--- config.mk ---
export PLATFORM = sky130hd
export DESIGN_NAME = adcc_top
export DESIGN_NICKNAME = d
export VERILOG_FILES = /design/src/adcc_pkg.sv /design/src/adcc_if.sv /design/src/adcc_top.sv /design/src/adcc_prescaler.sv /design/src/adcc_result.sv
export VERILOG_INCLUDE_DIRS = /design/src
export SDC_FILE = /design/constraint.sdc
export NUM_CORES = 1
export LEC_CHECK = 0
export ABC_AREA = 1
export BUFFER_PORTS_ARGS = -buffer_cell sky130_fd_sc_hd__buf_2
export CAP_MARGIN = 20
export CELL_PAD_IN_SITES_DETAIL_PLACEMENT = 1
export CELL_PAD_IN_SITES_GLOBAL_PLACEMENT = 1
export CORE_ASPECT_RATIO = 0.8
export CORE_MARGIN = 8
export CORE_UTILIZATION = 42
export CTS_BUF_LIST = sky130_fd_sc_hd__clkbuf_8
export DETAILED_ROUTE_END_ITERATION = 6
export GPL_TIMING_DRIVEN = 0
export PLACE_DENSITY = 0.84
export SETUP_SLACK_MARGIN = 0.05
export SYNTH_ARGS = -nofsm -noshare
export SYNTH_HDL_FRONTEND = slang
export SYNTH_HIERARCHICAL = 1
export SYNTH_SLANG_ARGS = --single-unit
export TNS_END_PERCENT = 100
--- constraint.sdc ---
create_clock -name mclk -period 2.8 [get_ports mclk]
set_input_delay 0.84 -clock mclk [delete_from_list [all_inputs] [get_ports mclk]]
set_output_delay 0.84 -clock mclk [all_outputs]
set_load 0.01 [all_outputs]
--- src/adcc_consts.svh ---
// Offsets, field positions, reset values and timing counts of the converter.
`ifndef ADCC_CONSTS_SVH
`define ADCC_CONSTS_SVH

// ------------------------------------------------------------------
// Register offsets
// ------------------------------------------------------------------
`define ADCC_OFF_MUX 3'h0
`define ADCC_OFF_CSRA 3'h1
`define ADCC_OFF_CTRLB 3'h2
`define ADCC_OFF_AMISC 3'h3
`define ADCC_OFF_RES_LO 3'h4
`define ADCC_OFF_RES_HI 3'h5

// ------------------------------------------------------------------
// Field positions
// ------------------------------------------------------------------
`define ADCC_MUX_REF_HI 7
`define ADCC_MUX_REF_LO 6
`define ADCC_MUX_LADJ 5
`define ADCC_CSRA_EN 7
`define ADCC_CSRA_START 6
`define ADCC_CSRA_ATE 5
`define ADCC_CSRA_FLAG 4
`define ADCC_CSRA_IE 3
`define ADCC_AMISC_EXTREF 2

// ------------------------------------------------------------------
// Reset values and timing counts
// ------------------------------------------------------------------
`define ADCC_MUX_RST 8'h00
`define ADCC_CSRA_RST 8'h00
`define ADCC_CONV_NORMAL 5'h0D
`define ADCC_CONV_LONG 5'h19

`endif

--- src/adcc_pkg.sv ---
// Types shared by the converter control modules.
package adcc_pkg;

    typedef enum logic [1:0] {
        ADCC_IDLE = 2'b01,
        ADCC_CONV = 2'b10
    } adcc_state_e;

    typedef enum logic [1:0] {
        ADCC_REF_AVCC = 2'h0,
        ADCC_REF_EXT = 2'h1,
        ADCC_REF_1V1 = 2'h2,
        ADCC_REF_2V56 = 2'h3
    } adcc_ref_e;

    typedef enum logic [2:0] {
        ADCC_IN_EXT = 3'h0,
        ADCC_IN_TEMP = 3'h1,
        ADCC_IN_BANDGAP = 3'h2,
        ADCC_IN_VCC4 = 3'h3,
        ADCC_IN_GND = 3'h4,
        ADCC_IN_RSVD = 3'h5,
        ADCC_IN_DIFF = 3'h6
    } adcc_input_e;

    typedef struct packed {
        adcc_state_e state;
        logic [7:0] mux;
        logic en;
        logic ate;
        logic flag;
        logic ie;
        logic [2:0] ps;
        logic [2:0] trig_sel;
        logic ext_ref;
        logic long_next;
        logic long_cur;
        logic [4:0] cnt;
        adcc_ref_e ref_out;
        adcc_input_e kind;
        logic [3:0] se;
        logic [2:0] pair;
        logic g20;
        logic trig_prev;
        logic [7:0] rdata;
        logic irq;
    } adcc_top_s;

    typedef struct packed {
        logic [6:0] cnt;
    } adcc_presc_s;

    typedef struct packed {
        logic [9:0] res;
        logic locked;
    } adcc_res_s;

endpackage : adcc_pkg

--- src/adcc_if.sv ---
// Signals between the control core, the prescaler and the result holder.
`timescale 1ns/1ns
interface adcc_if;
    logic enable;
    logic restart;
    logic [2:0] div_sel;
    logic tick;
    logic load;
    logic [9:0] data;
    logic left_adjust;
    logic rd_low;
    logic rd_high;
    logic [7:0] low_byte;
    logic [7:0] high_byte;

    modport ctrl (output enable, restart, div_sel, load, data, left_adjust,
                  rd_low, rd_high, input tick, low_byte, high_byte);
    modport presc (input enable, restart, div_sel, output tick);
    modport result (input load, data, left_adjust, rd_low, rd_high,
                    output low_byte, high_byte);
endinterface : adcc_if

--- src/adcc_top.sv ---
// Converter multiplexer, reference and conversion control.
// ------------------------------------------------------------------
// ------------------------------------------------------------------
//
// Decided for this implementation: the address map and the strobed register port.
`timescale 1ns/1ns
`include "adcc_consts.svh"
module adcc_top import adcc_pkg::*; (
    input wire logic mclk,
    input wire logic rst,
    input wire logic [2:0] addr,
    input wire logic [7:0] wdata,
    input wire logic wr_en,
    input wire logic rd_en,
    output logic [7:0] rdata,
    input wire logic global_irq_enable,
    input wire logic irq_vector_ack,
    input wire logic [7:0] trigger_flags,
    input wire logic [9:0] core_result,
    output logic converter_power,
    output logic conv_active,
    output logic [1:0] ref_source,
    output logic [2:0] input_kind,
    output logic [3:0] se_channel,
    output logic [2:0] diff_pair,
    output logic gain_20x,
    output logic irq_request
);

    // ------------------------------------------------------------------
    // State and links
    // ------------------------------------------------------------------
    adcc_top_s s_r;
    adcc_top_s s_nxt;
    adcc_if link ();
    logic done;
    logic starting;
    logic trig_level;
    logic trig_edge;
    logic [4:0] last_cnt;

    adcc_prescaler u_presc (
        .mclk(mclk),
        .rst(rst),
        .bus(link)
    );

    adcc_result u_result (
        .mclk(mclk),
        .rst(rst),
        .bus(link)
    );

    // ------------------------------------------------------------------
    // Decoding functions
    // ------------------------------------------------------------------
    function automatic adcc_ref_e ref_decode(input logic [1:0] sel,
                                             input logic ext);
        adcc_ref_e r;
        if (!sel[0]) begin
            r = ext ? ADCC_REF_EXT : ADCC_REF_AVCC;
        end else begin
            r = sel[1] ? ADCC_REF_2V56 : ADCC_REF_1V1;
        end
        return r;
    endfunction : ref_decode

    function automatic adcc_input_e in_decode(input logic [4:0] code);
        adcc_input_e k;
        if (code[4]) begin
            k = ADCC_IN_DIFF;
        end else if (code[3:0] <= 4'hA) begin
            k = ADCC_IN_EXT;
        end else if (code[3:0] == 4'hB) begin
            k = ADCC_IN_TEMP;
        end else if (code[3:0] == 4'hC) begin
            k = ADCC_IN_BANDGAP;
        end else if (code[3:0] == 4'hD) begin
            k = ADCC_IN_VCC4;
        end else if (code[3:0] == 4'hE) begin
            k = ADCC_IN_GND;
        end else begin
            k = ADCC_IN_RSVD;
        end
        return k;
    endfunction : in_decode

    function automatic logic is_reg(input logic [2:0] a,
                                    input logic [2:0] off);
        return a == off;
    endfunction : is_reg

    // ------------------------------------------------------------------
    // Links to prescaler and result holder
    // ------------------------------------------------------------------
    assign link.enable = s_r.en;
    assign link.restart = starting;
    assign link.div_sel = s_r.ps;
    assign link.load = done;
    assign link.data = core_result;
    assign link.left_adjust = s_r.mux[`ADCC_MUX_LADJ];
    assign link.rd_low = rd_en && is_reg(addr, `ADCC_OFF_RES_LO);
    assign link.rd_high = rd_en && is_reg(addr, `ADCC_OFF_RES_HI);

    // Free running uses the own completion flag as its trigger source.
    assign trig_level = (s_r.trig_sel == 3'h0) ? s_r.flag
                                               : trigger_flags[s_r.trig_sel];
    assign trig_edge = s_r.ate && trig_level && !s_r.trig_prev;
    assign last_cnt = s_r.long_cur ? (`ADCC_CONV_LONG - 5'h01)
                                   : (`ADCC_CONV_NORMAL - 5'h01);
    assign done = (s_r.state == ADCC_CONV) && s_r.en && link.tick
                  && (s_r.cnt == last_cnt);

    // ------------------------------------------------------------------
    // Next state
    // ------------------------------------------------------------------
    always_comb begin
        s_nxt = s_r;
        starting = 1'b0;
        s_nxt.rdata = 8'h00;
        s_nxt.trig_prev = trig_level;

        if (wr_en && is_reg(addr, `ADCC_OFF_MUX)) begin
            if (wdata[7:6] != s_r.mux[7:6]) begin
                s_nxt.long_next = 1'b1;
            end
            s_nxt.mux = wdata;
        end else if (wr_en && is_reg(addr, `ADCC_OFF_CSRA)) begin
            s_nxt.en = wdata[`ADCC_CSRA_EN];
            s_nxt.ate = wdata[`ADCC_CSRA_ATE];
            s_nxt.ie = wdata[`ADCC_CSRA_IE];
            s_nxt.ps = wdata[2:0];
            if (wdata[`ADCC_CSRA_FLAG]) begin
                s_nxt.flag = 1'b0;
            end
            if (wdata[`ADCC_CSRA_EN] && !s_r.en) begin
                s_nxt.long_next = 1'b1;
            end
        end else if (wr_en && is_reg(addr, `ADCC_OFF_CTRLB)) begin
            s_nxt.trig_sel = wdata[2:0];
            if (wdata[2:0] == 3'h0) begin
                s_nxt.trig_prev = 1'b1;
            end
        end else if (wr_en && is_reg(addr, `ADCC_OFF_AMISC)) begin
            s_nxt.ext_ref = wdata[`ADCC_AMISC_EXTREF];
        end

        if (irq_vector_ack) begin
            s_nxt.flag = 1'b0;
        end

        case (s_r.state)
            ADCC_IDLE: begin
                // A start written with zero does nothing.
                if (s_nxt.en && (trig_edge || (wr_en
                    && is_reg(addr, `ADCC_OFF_CSRA)
                    && wdata[`ADCC_CSRA_START]))) begin
                    starting = 1'b1;
                    s_nxt.state = ADCC_CONV;
                    s_nxt.cnt = 5'h00;
                    s_nxt.long_cur = s_nxt.long_next;
                    s_nxt.long_next = 1'b0;
                    s_nxt.ref_out = ref_decode(s_nxt.mux[7:6],
                                               s_nxt.ext_ref);
                    s_nxt.kind = in_decode(s_nxt.mux[4:0]);
                    s_nxt.se = s_nxt.mux[3:0];
                    s_nxt.pair = s_nxt.mux[3:1];
                    s_nxt.g20 = s_nxt.mux[0];
                end
            end
            ADCC_CONV: begin
                if (!s_nxt.en) begin
                    s_nxt.state = ADCC_IDLE;
                end else if (done) begin
                    s_nxt.state = ADCC_IDLE;
                    s_nxt.flag = 1'b1;
                end else if (link.tick) begin
                    s_nxt.cnt = s_r.cnt + 5'h01;
                end
            end
            default: begin
                s_nxt.state = ADCC_IDLE;
            end
        endcase

        // Setting wins over any clear in the same cycle.
        s_nxt.irq = s_nxt.flag && s_nxt.ie && global_irq_enable;

        if (rd_en) begin
            if (is_reg(addr, `ADCC_OFF_MUX)) begin
                s_nxt.rdata = s_r.mux;
            end else if (is_reg(addr, `ADCC_OFF_CSRA)) begin
                s_nxt.rdata = {s_r.en, s_r.state == ADCC_CONV, s_r.ate,
                               s_r.flag, s_r.ie, s_r.ps};
            end else if (is_reg(addr, `ADCC_OFF_CTRLB)) begin
                s_nxt.rdata = {5'h00, s_r.trig_sel};
            end else if (is_reg(addr, `ADCC_OFF_AMISC)) begin
                s_nxt.rdata = {5'h00, s_r.ext_ref, 2'h0};
            end else if (is_reg(addr, `ADCC_OFF_RES_LO)) begin
                s_nxt.rdata = link.low_byte;
            end else if (is_reg(addr, `ADCC_OFF_RES_HI)) begin
                s_nxt.rdata = link.high_byte;
            end
        end
    end

    // ------------------------------------------------------------------
    // Registers
    // ------------------------------------------------------------------
    always_ff @(posedge mclk) begin
        if (rst) begin
            s_r <= '0;
            s_r.state <= ADCC_IDLE;
            s_r.mux <= `ADCC_MUX_RST;
        end else begin
            s_r <= s_nxt;
        end
    end

    assign rdata = s_r.rdata;
    assign converter_power = s_r.en;
    assign conv_active = s_r.state == ADCC_CONV;
    assign ref_source = s_r.ref_out;
    assign input_kind = s_r.kind;
    assign se_channel = s_r.se;
    assign diff_pair = s_r.pair;
    assign gain_20x = s_r.g20;
    assign irq_request = s_r.irq;

endmodule : adcc_top

--- src/adcc_prescaler.sv ---
// Converter clock prescaler producing one tick per converter clock.
`timescale 1ns/1ns
module adcc_prescaler import adcc_pkg::*; (
    input wire logic mclk,
    input wire logic rst,
    adcc_if.presc bus
);
    adcc_presc_s s_r;
    adcc_presc_s s_nxt;
    logic [6:0] last;

    function automatic logic [6:0] div_last(input logic [2:0] sel);
        logic [7:0] div;
        div = (sel == 3'h0) ? 8'h02 : (8'h01 << sel);
        return 7'(div - 8'h01);
    endfunction : div_last

    assign last = div_last(bus.div_sel);
    assign bus.tick = bus.enable && (s_r.cnt == last);

    always_comb begin
        s_nxt = s_r;
        if (!bus.enable || bus.restart || s_r.cnt == last) begin
            s_nxt.cnt = 7'h00;
        end else begin
            s_nxt.cnt = s_r.cnt + 7'h01;
        end
    end

    always_ff @(posedge mclk) begin
        if (rst) begin
            s_r <= '0;
        end else begin
            s_r <= s_nxt;
        end
    end
endmodule : adcc_prescaler

--- src/adcc_result.sv ---
// Result holder with byte alignment and low-then-high read locking.
`timescale 1ns/1ns
module adcc_result import adcc_pkg::*; (
    input wire logic mclk,
    input wire logic rst,
    adcc_if.result bus
);
    adcc_res_s s_r;
    adcc_res_s s_nxt;

    // Alignment is applied on the read path so a change shows at once.
    assign bus.low_byte = bus.left_adjust ? {s_r.res[1:0], 6'h00}
                                          : s_r.res[7:0];
    assign bus.high_byte = bus.left_adjust ? s_r.res[9:2]
                                           : {6'h00, s_r.res[9:8]};

    always_comb begin
        s_nxt = s_r;
        if (bus.load && !s_r.locked) begin
            s_nxt.res = bus.data;
        end
        if (bus.rd_low) begin
            s_nxt.locked = 1'b1;
        end else if (bus.rd_high) begin
            s_nxt.locked = 1'b0;
        end
    end

    always_ff @(posedge mclk) begin
        if (rst) begin
            s_r <= '0;
        end else begin
            s_r <= s_nxt;
        end
    end
endmodule : adcc_result

---- Yosys cells after proc, flatten, opt, wreduce, memory -nomap -nowiden ----
Cells that the tools add are included.
word-level totals
  bits in registers ....................... 69
  output and inout bits ................... 24
  logic and storage cells ................. 145
operators by class
  add/sub/neg operators ................... 3
  magnitude comparators ................... 2
  eq/ne operators ......................... 19
  shifts and indexed selects .............. 1
  multiplexer cells ....................... 56
  bitwise logic cells ..................... 3
  reductions and logical operators ........ 37
operator list
  operator             count
  $mux 8               9
  $mux 1               24
  $mux 20              1
  $mux 5               4
  $logic_and 1x1->1    18
  $mux 3               6
  $eq 4x4->1 const B   4
  $mux 7               2
  $logic_not 3->1      4
  $mux 11              1
  $mux 2               5
  $pmux 5 s2           1
  $add 7x1->7 const B  1
  $eq 7x7->1           1
  $shl 1x3->7 const A  1
  $sub 7x1->7 const B  1
  $eq 3x2->1 const B   2
  $eq 3x3->1 const B   2
  $reduce_and 2->1     3
  $add 5x1->5 const B  1
  $eq 5x5->1           1
  $reduce_and 5->1     1
  $le 4x4->1 const B   1
  $lt 3x4->1 const B   1
  16 further kinds     26

---- Longest topological paths before layout ----
  word-level depth ........................ 12
  gate-level depth with buffers ........... 17
  depth with buffers taken out ............ 16

---- By module ----
The synthesis kept the hierarchy.
modules (own cells, without submodules)
  module          times used  cells an instance  area an instance (um2)
  adcc_top        1           347                2582.5
  adcc_result     1           104                680.7
  adcc_prescaler  1           64                 455.4

---- Worst setup path before layout ----
Ideal clock, no wire load.
  path type ............................... in2reg
  from .................................... input port addr[1]
  to ...................................... register u_presc/s_r[0] (netlist name)
  library setup time ...................... 63 ps
  arrival ................................. 2193 ps
  data required time ...................... 2737 ps
  setup slack ............................. 545 ps
  stages .................................. 10
  buffers on the path ..................... 1
  cells stage by stage .................... buf_4 nor3_4 nand2_4 nand2_4 nand2_4 nand3_4 inv_2 nor3_2 nand2_4 nor2_2
between the ends
  cells in the longest elaborated chain, start to end .. 10
RTL lines
  element                                      RTL line                          source
  start, declared                              adcc_top.sv:11                    input wire logic [2:0] addr,
  $eq 3x1->1                                   adcc_top.sv:90                    return a == off;
  $logic_and 1x1->1                            adcc_top.sv:128, adcc_top.sv:155
  $mux 7 or $logic_and 1x1->1 (tied branches)  adcc_top.sv:128, adcc_top.sv:155
  $mux 11 or $logic_or 1x1->1 (tied branches)  adcc_top.sv:123, adcc_top.sv:155
  $logic_and 1x1->1 *                          adcc_top.sv:155                   if (s_nxt.en && (trig_edge || (wr_en
  $mux 1 *                                     adcc_top.sv:155
  $mux 1 *                                     adcc_top.sv:152                   case (s_r.state)
  named net link.restart                       adcc_if.sv:5                      logic restart;
  $logic_or 1x1->1 * (2 in a row)              adcc_prescaler.sv:23              if (!bus.enable || bus.restart || s_r.cnt == last) begin
  $reduce_or 2->1 (no source line) *           n/a
  end signal, assigned                         adcc_prescaler.sv:34              s_r <= s_nxt;
  end, declared                                adcc_prescaler.sv:8               adcc_presc_s s_r;
The timed path passes the listed nets; every way through them passes the cells marked *.
A chain may end at the register's enable or synchronous reset.

---- Worst setup path after layout ----
  from .................................... register s_r, in the netlist link.div_sel[1]
  to ...................................... register u_result/s_r[5] (netlist name)
between the ends
  cells in the longest elaborated chain, start to end .. 8
RTL lines
  element                                         RTL line              source
  start, declared                                 adcc_top.sv:33        adcc_top_s s_r;
  start signal, assigned                          adcc_top.sv:216       s_r <= s_nxt;
  $logic_not 3->1 or $shl 1x3->7 (tied branches)  adcc_prescaler.sv:14  div = (sel == 3'h0) ? 8'h02 : (8'h01 << sel);
  $mux 7 *                                        adcc_prescaler.sv:14
  $sub 7x1->7 *                                   adcc_prescaler.sv:15  return 7'(div - 8'h01);
  $eq 7x7->1 *                                    adcc_prescaler.sv:19  assign bus.tick = bus.enable && (s_r.cnt == last);
  $logic_and 1x1->1 *                             adcc_prescaler.sv:19
  named net link.tick                             adcc_if.sv:7          logic tick;
  $logic_and 1x1->1 *                             adcc_top.sv:111       assign done = (s_r.state == ADCC_CONV) && s_r.en && link.tick
  $logic_and 1x1->1 *                             adcc_top.sv:112       && (s_r.cnt == last_cnt);
  named net done                                  adcc_top.sv:36        logic done;
  $logic_and 1x1->1 *                             adcc_result.sv:19     if (bus.load && !s_r.locked) begin
  end signal, assigned                            adcc_result.sv:33     s_r <= s_nxt;
  end, declared                                   adcc_result.sv:8      adcc_res_s s_r;
Marked as above.

==> results.toml <==
[run_status]
status = "completed"

[synthesis]
syn_inst = 515
seq_area_frac_synth = 0.350
yosys_warnings = 6
post_synth.cell_area_avg_um2 = 7.22
syn_nets = 553
ys_top_cells_by_count = "nand2_1 (111), inv_1 (66), dfxtp_1 (65)"
synth_area_leaders = "dfxtp_1 (35%), nand2_1 (11%), inv_1 (6.7%)"
synth_ff_type = "dfxtp_1"
synth_cell_types = 43
synth_seq_cells = 65
synth_top_area_frac = 0.350
async_reset_ff_frac = 0
synth_edf_count = 0
synth_area_um2 = 3720
yosys.area.top_type = "dfxtp_1"
post-synth-top-count-cell = "nand2_1"

[sta]
worstMarginPinSlew_ns = 0.563
clock_skew_ns = 0.0119
hold_violations = 0
min_period_over_period = 0.830
setup_slack_ns = 0.475
setup_viol = 0
rsz0062_at_grt = "no"
relSlewSlack = 0.624
finalMaxSlewViolations = 0
fmax_mhz = 430
fin_crit_ns = 2.32
fin_tns_setup_ns = 0

[clocking]
ctsHoldBuffers = 0
cts_sinks = 65
clk_pin_slew_ns = 0.07
tritoncts = "done"
cts_buffers = 9
clk_latency_ns = 0.35
htreeDepth = 3
cts_setup_buffers = 0
clockRootBuffer = "clkbuf_8"
cts_resized = 0
clock_path_buffers = 2

[place]
port_buffers = 56
place_ws_ns = 0.208
dpl_cell_area_um2 = 4140
placed_cells = 683
dp_hpwl_um = 8140
gp_congestion = 0.843

[layout]
drive_gt1_frac = 0.297
syn_to_final_growth_pct = 16.6
n_fill_cell = 1143
instances_no_fill = 698
multi_input_area_um2 = 1900
utilization = 0.506
seq_area_um2 = 1300
antenna_cells = 0
fin_nets = 620
stdcell_area_um2 = 4330

[global_route]
antenna_found_initial = 0
grt_pass1_wl_um = 17400
use_met2 = 0.308
grt_max_degree = 11
grt_usage = 0.177
grt_pass1_vias = 3712
grt_overflow = 0
grtUsageMet3 = 0.0404
use_met1 = 0.212
grt.busiest_layer = "met2"

[critical_path]
r2r_setup_slack_ns = 0.48
path_max_fanout = 10
critPathBufInv = 2
arrival_ns = 2.56
crit_path_max_incr_delay_ns = 0.51
critPathLaunch = "link.div_sel[1]"
worstRegToRegCells = 14
r2r-start = "link.div_sel[1]"
rr_endpoint = "u_result/s_r[5]"
cp_data_required_time_ns = 3.04
cp_top_family = "simple AND/OR/NAND/NOR gates"
crit_type = "flop to flop"
crit_slowest_cell = "dfxtp_1"
cp_cell_sequence = "nand2_1, nand3_1, nand3_1, nor2_1, nand2_2, nor2_1, nand2_1, nor2_1, nand3_1, inv_1, buf_4, nand3_1, nand2_1, nor2_1"
critPathLaunchType = "flop"
end_kind = "flop"

[min_path]
worstHoldStart = "input_kind[0]"
min_to = "input_kind[0]"
min_delay_path_depth = 2
hp-class = "flop to flop"

[floorplan]
row_count = 30
die_width_um = 121
start_util = 0.435
core-area_um2 = 8560
io_pins = 59
die_area_um2 = 12100
die_h_um = 100

[detailed_routing]
viasPerCell = 4.98
drtAntennaViolNets = 0
wl_um = 10400
first_pass_iters = 4
drc = 0
drt_iter0_drc = 147
routedWlPerCell_um = 14.9
vias = 3475

[power]
ir_worst_vdd_uv = 235
cellPowerDensity_nw_per_um2 = 441
power_leakage_nw = 1.95

[flow_run]
drv.max_cap_violation_count = 0
-- worst max-delay path by stage --
stage / endpoint / slack (ns) / depth (start not counted)
after floorplan: u_presc/s_r[0] / 0.54 / 10
after global placement: u_presc/s_r[0] / 0.26 / 11
after detailed placement: input_kind[1] / 0.21 / 10
after CTS: u_result/s_r[5] / 0.47 / 17
after global routing: u_result/s_r[2] / 0.22 / 14
final: u_result/s_r[5] / 0.48 / 14
-- tightest hold or removal path, delay by kind of cell, from the launching register on --
family	cells	cell delay, ns
flip-flops	1	0.31
AND/OR/NAND/NOR	2	0.10
-- cells in the final DEF (no fill, tap or decap), types with 12 or more instances in the layout --
master and n:
nand2_1 111, inv_1 67, dfxtp_1 65, buf_2 58, nor2_1 55, nand3_1 33, buf_4 23, a21oi_1 23
nor2_2 21, o21ai_0 21, nand2_4 12
-- logic make-up (layout without fill, tap and decap cells) --
logic type / count (synthesis) / count (layout) / share of synthesized area
xor gates and xnor gates: 6 / 6 / 0.0141
adders and majority gates: 3 / 3 / 0.0101
and+or+nand+nor: 265 / 265 / 0.364
buffers and inverters: 105 / 176 / 0.138
AOI/OAI and AO/OA: 71 / 71 / 0.123
DFF: 65 / 65 / 0.350
-- through the flow --
stage	hold slack [ns]	total power, mW
4_1_cts	0.463	1.93
2_1_floorplan	0.420	1.06
6_report	0.455	1.91
5_1_grt	0.498	1.99
3_3_place_gp	0.439	1.12
3_5_place_dp	0.445	1.12
-- cell type report --
type | count | share of cell area
repair buffers | 56 | 0.0647
well taps | 112 | 0.0323
multi-input cells | 345 | 0.439
clock buffers | 11 | 0.0349
inverters | 73 | 0.0632
flip-flops and latches | 65 | 0.300
plain buffers | 32 | 0.0554
clock inverters | 4 | 0.0101
-- layer usage --
metal / wire length (um) / up-vias
li1: - / 1736
met1: 4960 / 1654
met2: 4940 / 72
met3: 379 / 13
met4: 141 / 0
met5: 0 / -
-- report_power, final --
group	internal [mW]	switching, mW
sequential	0.935	0.0111
combinational	0.0533	0.105
clock	0.449	0.358
total	1.44	0.475
-- state kept, by name (all words and copies together), names as in the netlist --
register / cells
input_kind: 3
se_channel: 4
u_result/s_r: 11
irq_request: 1
ref_source: 2
s_r: 24
rdata: 8
link.div_sel: 3
link.left_adjust: 1
converter_power: 1
u_presc/s_r: 7
No activity file was read; power rests on OpenSTA's default activity.
